<file path="src/common/fsp_regs.svh">
`ifndef FSP_REGS_SVH
`define FSP_REGS_SVH

// ****************************************
// Configuration indices
// ****************************************
`define FSP_IDX_MISC 8'h03
`define FSP_IDX_SETUP 8'h05
`define FSP_IDX_DRV_TYPE 8'h06
`define FSP_IDX_PWR 8'h07

// ****************************************
// Reset values
// ****************************************
`define FSP_SETUP_RST 8'h00
`define FSP_DRV_TYPE_RST 8'hff
`define FSP_PWR_RST 8'h00
`define FSP_FORCE_HIGH_RST 1'b1

// ****************************************
// Writable and hard-reset bit masks
// ****************************************
`define FSP_SETUP_WMASK 8'h3f
`define FSP_DRV_TYPE_WMASK 8'hff
`define FSP_PWR_WMASK 8'hff
`define FSP_PWR_HARD_MASK 8'hfc

// ****************************************
// Field positions
// ****************************************
`define FSP_SETUP_PUSH_PULL 0
`define FSP_SETUP_TRISTATE 1
`define FSP_SETUP_NON_BURST 2
`define FSP_SETUP_DEN_LO 3
`define FSP_SETUP_DEN_HI 4
`define FSP_SETUP_SWAP 5
`define FSP_MISC_FORCE_HIGH 4
`define FSP_PWR_BOOT_LO 0
`define FSP_PWR_BOOT_HI 1
`define FSP_PWR_UART3 2
`define FSP_PWR_UART4 3
`define FSP_PWR_UART2 5
`define FSP_PWR_UART1 6
`define FSP_PWR_FLOPPY 7

// ****************************************
// Pin counts
// ****************************************
`define FSP_FDD_PINS 8

`endif

</file>
<file path="src/common/fsp_pkg.sv">
package fsp_pkg;

  // ****************************************
  // Density select override codes
  // ****************************************
  typedef enum logic [1:0] {
    FSP_DEN_NORMAL = 2'b00,
    FSP_DEN_RSVD = 2'b01,
    FSP_DEN_ONE = 2'b10,
    FSP_DEN_ZERO = 2'b11
  } fsp_den_t;

  // ****************************************
  // Register bank state
  // ****************************************
  typedef struct packed {
    logic [7:0] setup;
    logic [7:0] drv_type;
    logic [7:0] pwr;
    logic force_high;
    logic [7:0] rdata;
    logic rd_valid;
    logic den_sel;
    logic [1:0] pp_drive_sel;
    logic [1:0] pp_motor_sel;
  } fsp_bank_t;

  // ****************************************
  // Pad driver state
  // ****************************************
  typedef struct packed {
    logic o;
    logic oe;
  } fsp_pad_t;

endpackage : fsp_pkg

</file>
<file path="src/design/fsp_pad.sv">
`timescale 1ns/1ps

module fsp_pad
  import fsp_pkg::*;
(
  input wire logic clk_sys,
  input wire logic rst_n,
  input wire logic val,
  input wire logic push_pull,
  input wire logic tristate,
  output logic pin_o,
  output logic pin_oe
);

  fsp_pad_t st;
  fsp_pad_t next_st;

  // ****************************************
  // Driver style selection
  // ****************************************

  // Open drain only pulls low; a high level relies on the pull-up
  always_comb
  begin
    next_st = '0;
    if (tristate)
    begin
      next_st.o = 1'b0;
      next_st.oe = 1'b0;
    end
    else if (push_pull)
    begin
      next_st.o = val;
      next_st.oe = 1'b1;
    end
    else
    begin
      next_st.o = 1'b0;
      next_st.oe = ~val;
    end
  end

  // Released pad until reset ends
  always_ff @(posedge clk_sys)
  begin
    if (!rst_n)
      st <= '0;
    else
      st <= next_st;
  end

  assign pin_o = st.o;
  assign pin_oe = st.oe;

endmodule : fsp_pad

</file>
<file path="src/design/fsp_config_bank.sv">
`timescale 1ns/1ps
`include "fsp_regs.svh"

module fsp_config_bank
  import fsp_pkg::*;
(
  input wire logic clk_sys,
  input wire logic rst_n,
  input wire logic hard_rst_n,
  input wire logic cfg_mode,
  input wire logic [7:0] cfg_index,
  input wire logic cfg_wr,
  input wire logic cfg_rd,
  input wire logic [7:0] cfg_wdata,
  output logic [7:0] cfg_rdata,
  output logic cfg_rd_valid,
  output logic cfg_hit,
  input wire logic [`FSP_FDD_PINS-1:0] fdd_func,
  output logic [`FSP_FDD_PINS-1:0] fdd_pin_o,
  output logic [`FSP_FDD_PINS-1:0] fdd_pin_oe,
  input wire logic density_one_func,
  output logic density_one_pin_o,
  output logic density_one_pin_oe,
  input wire logic density_select_func,
  output logic density_select_output,
  input wire logic [1:0] pp_drive_sel_in,
  input wire logic [1:0] pp_motor_sel_in,
  output logic [1:0] pp_drive_sel,
  output logic [1:0] pp_motor_sel,
  output logic dma_non_burst,
  output logic [7:0] drive_type_ids,
  output logic [1:0] boot_drive,
  output logic uart1_auto_pd,
  output logic uart2_auto_pd,
  output logic uart3_auto_pd,
  output logic uart4_auto_pd,
  output logic floppy_auto_pd
);

  // ****************************************
  // Index decode
  // ****************************************

  // Any access outside the configuration state is not ours
  function automatic logic sel(input logic mode, input logic [7:0] idx,
                               input logic [7:0] target);
    sel = mode && (idx == target);
  endfunction : sel

  fsp_bank_t st;
  fsp_bank_t next_st;
  logic hit_misc;
  logic hit_setup;
  logic hit_drv;
  logic hit_pwr;
  logic push_pull;
  logic tristate;
  logic dens_val;
  fsp_den_t den_mode;

  // Decoded selects, each gated by the config state
  assign hit_misc = sel(cfg_mode, cfg_index, `FSP_IDX_MISC);
  assign hit_setup = sel(cfg_mode, cfg_index, `FSP_IDX_SETUP);
  assign hit_drv = sel(cfg_mode, cfg_index, `FSP_IDX_DRV_TYPE);
  assign hit_pwr = sel(cfg_mode, cfg_index, `FSP_IDX_PWR);
  assign cfg_hit = hit_misc | hit_setup | hit_drv | hit_pwr;

  // ****************************************
  // Setup field decode
  // ****************************************

  // Output driver controls for the native floppy pins and the density-one pin
  assign push_pull = st.setup[`FSP_SETUP_PUSH_PULL];
  assign tristate = st.setup[`FSP_SETUP_TRISTATE];
  assign den_mode = fsp_den_t'(st.setup[`FSP_SETUP_DEN_HI:`FSP_SETUP_DEN_LO]);

  // Forced high beats the function value; tristate handled in the pad
  assign dens_val = st.force_high | density_one_func;

  // ****************************************
  // Next state
  // ****************************************

  // Reserved bits are masked on write so they always stay zero
  always_comb
  begin
    next_st = st;
    next_st.rd_valid = 1'b0;
    if (cfg_wr && hit_misc)
      next_st.force_high = cfg_wdata[`FSP_MISC_FORCE_HIGH];
    if (cfg_wr && hit_setup)
      next_st.setup = cfg_wdata & `FSP_SETUP_WMASK;
    if (cfg_wr && hit_drv)
      next_st.drv_type = cfg_wdata & `FSP_DRV_TYPE_WMASK;
    if (cfg_wr && hit_pwr)
      next_st.pwr = cfg_wdata & `FSP_PWR_WMASK;
    // Read data is held until the next read
    if (cfg_rd)
    begin
      next_st.rd_valid = 1'b1;
      if (hit_misc)
        next_st.rdata = 8'(st.force_high) << `FSP_MISC_FORCE_HIGH;
      else if (hit_setup)
        next_st.rdata = st.setup & `FSP_SETUP_WMASK;
      else if (hit_drv)
        next_st.rdata = st.drv_type;
      else if (hit_pwr)
        next_st.rdata = st.pwr;
      else
        next_st.rdata = 8'h00;
    end
    // Reserved code 01 falls back to normal density selection
    unique case (den_mode)
      FSP_DEN_ONE: next_st.den_sel = 1'b1;
      FSP_DEN_ZERO: next_st.den_sel = 1'b0;
      FSP_DEN_NORMAL,
      FSP_DEN_RSVD: next_st.den_sel = density_select_func;
    endcase
    // Parallel-port floppy path: swap only, no driver-style control
    if (st.setup[`FSP_SETUP_SWAP])
    begin
      next_st.pp_drive_sel = {pp_drive_sel_in[0], pp_drive_sel_in[1]};
      next_st.pp_motor_sel = {pp_motor_sel_in[0], pp_motor_sel_in[1]};
    end
    else
    begin
      next_st.pp_drive_sel = pp_drive_sel_in;
      next_st.pp_motor_sel = pp_motor_sel_in;
    end
    // Hard reset clears the powerdown enables but keeps the boot drive;
    // applied last so it beats a same-cycle write for bits 7:2 only
    if (!hard_rst_n)
      next_st.pwr = next_st.pwr & ~`FSP_PWR_HARD_MASK;
  end

  // ****************************************
  // State register
  // ****************************************

  // Power-on reset sets every field to its documented default
  always_ff @(posedge clk_sys)
  begin
    if (!rst_n)
    begin
      st <= '0;
      st.setup <= `FSP_SETUP_RST;
      st.drv_type <= `FSP_DRV_TYPE_RST;
      st.pwr <= `FSP_PWR_RST;
      st.force_high <= `FSP_FORCE_HIGH_RST;
    end
    else
      st <= next_st;
  end

  // ****************************************
  // Floppy pin drivers
  // ****************************************

  // One pad per native floppy output
  // Pads lag a setup write by one clock; software cannot see the gap
  genvar gi;
  generate
    for (gi = 0; gi < `FSP_FDD_PINS; gi++)
    begin : g_pad
      fsp_pad u_pad (
        .clk_sys(clk_sys),
        .rst_n(rst_n),
        .val(fdd_func[gi]),
        .push_pull(push_pull),
        .tristate(tristate),
        .pin_o(fdd_pin_o[gi]),
        .pin_oe(fdd_pin_oe[gi])
      );
    end
  endgenerate

  // Density-one pin shares the native driver controls
  fsp_pad u_dens_pad (
    .clk_sys(clk_sys),
    .rst_n(rst_n),
    .val(dens_val),
    .push_pull(push_pull),
    .tristate(tristate),
    .pin_o(density_one_pin_o),
    .pin_oe(density_one_pin_oe)
  );

  // ****************************************
  // Outputs
  // ****************************************

  // All data outputs come straight from state flip-flops
  assign cfg_rdata = st.rdata;
  assign cfg_rd_valid = st.rd_valid;
  assign density_select_output = st.den_sel;
  assign pp_drive_sel = st.pp_drive_sel;
  assign pp_motor_sel = st.pp_motor_sel;
  assign dma_non_burst = st.setup[`FSP_SETUP_NON_BURST];
  assign drive_type_ids = st.drv_type;
  assign boot_drive = st.pwr[`FSP_PWR_BOOT_HI:`FSP_PWR_BOOT_LO];
  assign uart3_auto_pd = st.pwr[`FSP_PWR_UART3];
  assign uart4_auto_pd = st.pwr[`FSP_PWR_UART4];
  assign uart2_auto_pd = st.pwr[`FSP_PWR_UART2];
  assign uart1_auto_pd = st.pwr[`FSP_PWR_UART1];
  assign floppy_auto_pd = st.pwr[`FSP_PWR_FLOPPY];

endmodule : fsp_config_bank

</file>
<file path="config.mk">
export PLATFORM = sky130hd
export DESIGN_NAME = fsp_config_bank
export DESIGN_NICKNAME = d
export VERILOG_FILES = /design/src/common/fsp_pkg.sv /design/src/design/fsp_pad.sv /design/src/design/fsp_config_bank.sv
export VERILOG_INCLUDE_DIRS = /design/src /design/src/common
export SDC_FILE = /design/constraint.sdc
export NUM_CORES = 1
export LEC_CHECK = 0
export BUFFER_PORTS_ARGS = -buffer_cell sky130_fd_sc_hd__buf_2
export CORE_ASPECT_RATIO = 2
export CORE_MARGIN = 10
export CORE_UTILIZATION = 51
export CTS_BUF_LIST = sky130_fd_sc_hd__clkbuf_4
export DETAILED_ROUTE_END_ITERATION = 8
export HOLD_SLACK_MARGIN = 0.15
export PLACE_DENSITY = 0.82
export SETUP_SLACK_MARGIN = 0.02
export SKIP_CTS_REPAIR_TIMING = 1
export SLEW_MARGIN = 5
export SYNTH_ARGS = -nofsm -noshare
export SYNTH_HDL_FRONTEND = slang
export SYNTH_SLANG_ARGS = --single-unit
</file>
<file path="constraint.sdc">
create_clock -name clk_sys -period 1.8 [get_ports clk_sys]
set_input_delay 0 -clock clk_sys [delete_from_list [all_inputs] [get_ports clk_sys]]
set_output_delay 0 -clock clk_sys [all_outputs]
set_load 0.02 [all_outputs]
</file>
Word level (Yosys, flattened, before mapping)
Index checks and enable logic that the tools add are counted.

Mux-type cells: 17. Eq/ne operators: 7. Bitwise operators: 15. Reduce and logical (&&, ||, !) cells: 13.

Operator list (number): two-way mux 8 bit (5); == test 8 x 3 -> 1 bit, second input constant (3); NOT 1 bit (11); two-way mux 1 bit (10); == test 8 x 2 -> 1 bit, second input constant (1); logical AND 1 bit (8); == test 2 bit, second input constant (2); two-way mux 4 bit (1); OR 1 bit (4); OR reduction 2 bit (2); case mux 1 bit (3 select lines) (1); OR reduction 3 bit (1); == test 2 x 1 -> 1 bit, second input constant (1); zero test 2 bit (1); AND reduction 2 bit (1).

Input port bits: 36. Output and inout port bits: 49. Register bits: 55. Word-level logic and storage cells: 80.

Logic depth before layout (Yosys ltp)
Depth in word-level cells: 6. Mapped depth: 5. Mapped depth without buffers: 4.

By module
From an unflattened synthesis, not the netlist that was laid out.

Cell total of the unflattened synthesis: 262. Area total of the unflattened synthesis: 2602.5 um2.

By module, submodules not included: fsp_config_bank (times used 1, sequential area each 740.7 um2, cells an instance 217, area an instance 1915.6 um2); fsp_pad (times used 9, sequential area each 40.0 um2, cells an instance 5, area an instance 76.3 um2).

Worst setup path before layout
No wires, ideal clock.

Kind: input -> register. From: in cfg_index[3]. To: reg st, in the netlist cfg_rdata[0]. Stages on the path: 4. Required time: 1.683 ns. Slack: 0.724 ns. Data arrival time: 0.958 ns. Setup time: 0.117 ns. Cells stage by stage: nor4b_4 -> and4_4 -> nand2_1 -> a32o_1.

Longest elaborated chain between the ends: 6. Elaborated cells between the ends (all ways): 12. Those cells by class: eq/ne: 4; mux: 4; reduce/logical: 4.

Ends and longest elaborated chain: start: declaration (line fsp_config_bank.sv:11) `input wire logic [7:0] cfg_index,`; == test 8 x 3 -> 1 bit (line fsp_config_bank.sv:47) `sel = mode && (idx == target);`; logical AND 1 bit (line fsp_config_bank.sv:47); two-way mux 8 bit (line fsp_config_bank.sv:107) `else if (hit_pwr)`; two-way mux 8 bit (line fsp_config_bank.sv:105) `else if (hit_drv)`; two-way mux 8 bit (line fsp_config_bank.sv:103) `else if (hit_setup)`; two-way mux 8 bit (*) (line fsp_config_bank.sv:101) `if (hit_misc)`; end signal: assignment (line fsp_config_bank.sv:152) `st <= next_st;`; end: declaration (line fsp_config_bank.sv:50) `fsp_bank_t st;`.

Every way passes the cells marked *; elsewhere a longest branch is shown, timed or not. A chain may end at the register's enable or synchronous reset.

Final worst setup path
From: in cfg_index[3]. To: reg st, in the netlist drive_type_ids[6].

Longest elaborated chain between the ends: 3.

Ends and longest elaborated chain: == test 8 x 3 -> 1 bit (line fsp_config_bank.sv:47); logical AND 1 bit (line fsp_config_bank.sv:47); logical AND 1 bit (line fsp_config_bank.sv:93) `if (cfg_wr && hit_drv)`.

No other way between the ends.

==> flow_summary.json <==
{
  "grt_setup_unrepaired": "no",
  "leakagePower_uw": 0.00143,
  "syn_inst": 256,
  "cts.sinks": 55,
  "fp.dieW_um": 68.2,
  "max_freq_ghz": 0.682,
  "n_antenna_cell": 0,
  "cts_buffer_depth": 2,
  "slew_violations": 0,
  "rows": 35,
  "syn_area_mm2": 0.00237,
  "cts_buffers": 5,
  "yosysSeqAreaShare_pct": 46.5,
  "register_area_mm2": 0.00110,
  "fillers": 402,
  "run_status": "finished, final reports clean",
  "clk_pin_slew_ns": 0.15,
  "grt_pass1_vias": 1795,
  "dp_cells": 350,
  "dieArea_mm2": 0.00794,
  "tightestPinTransition_ns": 0.457,
  "fin_skew_ns": 0.0147,
  "ys_types": 35,
  "post-route-util_pct": 64.5,
  "h-tree-depth": 2,
  "grt_pass1_wl_mm": 8.37,
  "die_y_um": 116,
  "antenna_found_initial": 0,
  "mostFrequentLayoutCell": "buf_2",
  "path_buf_inv": 2,
  "vias": 1941,
  "hold_class": "in -> reg",
  "cts_root_buf": "clkbuf_4",
  "slew_headroom_pct": 69.4,
  "crit_required_ns": 2.08,
  "p_per_area_mw_per_mm2": 672,
  "synth_nets": 292,
  "multi_input_area_um2": 898,
  "overflow": 0,
  "nets": 373,
  "timing.rr.start": "st[36]",
  "drt-wirelength-per-cell_um": 15.1,
  "cts_tree": "built",
  "cp_slowest_cell": "dlygate4sd3_1",
  "grt_max_degree": 19,
  "crit_cells": 6,
  "crit_type": "in -> reg",
  "port_buffers": 84,
  "r2r.worst_path.cells": 3,
  "min_path_cells": 4,
  "drive_above_1_share_pct": 29.7,
  "whs_endpoint": "st[14]",
  "final_cells": 392,
  "min_period_over_period_pct": 81.5,
  "worst_path_largest_cell_delay_ns": 0.56,
  "area_delta_synth_final_pct": 24.0,
  "drtAntennaViolNets": 0,
  "finalCriticalPeriod_ns": 1.47,
  "rr_endpoint": "pp_drive_sel[0]",
  "crit_arrival_ns": 1.74,
  "ir_drop_v": 0.000620,
  "start_util_pct": 52.0,
  "critical-path-top-delay-family": "simple AND/OR/NAND/NOR gates",
  "drtIter0Drc": 49,
  "end_kind": "register",
  "clkLatencyLatePin_ns": 0.37,
  "path_max_fanout": 9,
  "vias_per_cell": 4.95,
  "ios": 85,
  "path_cells": "buf_2 -> nor4b_4 -> nand3_2 -> mux2i_1 -> nand2_1 -> dlygate4sd3_1",
  "core_mm2": 0.00455,
  "wl_mm": 5.91,
  "final_cell_mix": "84 x buf_2, 55 x dfxtp_1, 35 x dlygate4sd3_1",
  "drv_cap": 0,
  "fin_setup_tns_ns": 0,
  "ys_seq_elements": 55,
  "syn_avg_cell_area_um2": 9.25,
  "hold_viol": 0,
  "drc_errors": 0,
  "place.detailed.hpwl_mm": 4.49,
  "worstHoldStart": "cfg_index[3]",
  "first_pass_iters": 4,
  "yosys_warnings": 0,
  "reg2reg_slack_ns": 0.37,
  "track_usage_pct": 13.6,
  "globalplace.congestion": 0.869,
  "startpoint_type": "input pin",
  "setup_viol": 0
}
## worst max-delay path by stage
stage                       startpoint                end  slack (ns)
after floorplan           cfg_index[3]       cfg_rdata[0]        0.72
after global placement    cfg_index[3]          push_pull        0.42
final                     cfg_index[3]  drive_type_ids[6]        0.33
after global routing      cfg_index[3]  drive_type_ids[6]        0.24
after CTS                 cfg_index[3]            cfg_hit        0.71
after detailed placement  cfg_index[3]      dma_non_burst        0.38
## synthesized netlist by cell type
library cell	instances	area, um^2
dfxtp_1	55	1100
buf_4	38	285
nand2_1	25	93.8
a21oi_1	18	90.1
mux2i_1	18	180
nor2_1	16	60.1
nor2b_1	10	62.6
o21ai_0	10	50.1
nand3_1	9	45.0
and3_1	8	50.1
inv_1	7	26.3
clkbuf_1	6	22.5
a22o_1	5	43.8
a211oi_1	4	30.0
o31ai_1	3	22.5
and2_1	2	12.5
buf_6	2	22.5
nor3_1	2	10.0
or3_1	2	12.5
a32o_1	1	10.0
and2_2	1	7.51
and3_2	1	7.51
and4_4	1	11.3
and4bb_2	1	12.5
buf_1	1	3.75
buf_2	1	5.00
clkinv_1	1	3.75
nand3_2	1	10.0
nand4_1	1	6.26
nand4_2	1	12.5
nand4b_1	1	8.76
nor4b_4	1	23.8
o211ai_1	1	7.51
o311ai_0	1	8.76
xor2_1	1	8.76
## cells by family (layout without fill, tap and decap cells)
logic type / count (synthesis) / count (layout) / synth area share, %
AO/OA/AOI/OAI: 43 / 43 / 11.1
XOR/XNOR: 1 / 1 / 0.370
buffers and inverters: 56 / 137 / 15.6
flip-flops: 55 / 55 / 46.5
multiplexers: 18 / 18 / 7.61
AND/OR/NAND/NOR: 83 / 83 / 18.9
## metrics by stage
| stage | total power (uW) | worst slack (ns) | hold slack [ns] | area [um^2] |
|---|---|---|---|---|
| final | 1980 | 0.333 | 0.123 | 2940 |
| after detailed placement | 1440 | 0.378 | 0.196 | 2540 |
| after CTS | 1930 | 0.709 | -0.207 | 2590 |
| after global placement | 1440 | 0.423 | 0.196 | 2540 |
| after global routing | 2070 | 0.239 | 0.143 | 2940 |
| after floorplan | 1380 | 0.724 | 0.0959 | 2370 |
## report_power, final
group / switching (uW) / leakage (uW) / internal [uW]
sequential: 3.81 / 0.000447 / 1230
combinational: 119 / 0.000956 / 116
clock: 362 / 0.0000285 / 140
total: 484 / 0.00143 / 1490
## state kept, by name, indices dropped and copies added, names as in the netlist, 2 cells and up
register and flops:
cfg_rdata 8, den_mode 2, drive_type_ids 8, boot_drive 2, pp_motor_sel 2, g_pad.u_pad.pin_o 8, st 4, g_pad.u_pad.pin_oe 8
pp_drive_sel 2
## layout make-up
class                   instances  area share (%)
flip-flops and latches         55            37.5
multi-input cells             145            30.6
repair buffers                122            27.0
well taps                      55            2.34
clock buffers                   5            1.28
inverters                       8            1.02
clock inverters                 2           0.298
## worst reg2reg max path, stage by stage (launching register included)
cell and delay [ns]:
dfxtp_1 0.51, mux2i_1 0.23, dlygate4sd3_1 0.57, nor2b_1 0.04
## per-layer routing
metal	share of wire [%]	GRT usage, %	vias up
met1	37	12.9	868
li1	-	-	998
met3	7.4	4.42	11
met2	53	25.0	64
met4	2.7	5.67	0
met5	0	0	-
Power figures use the tool's default switching activity.
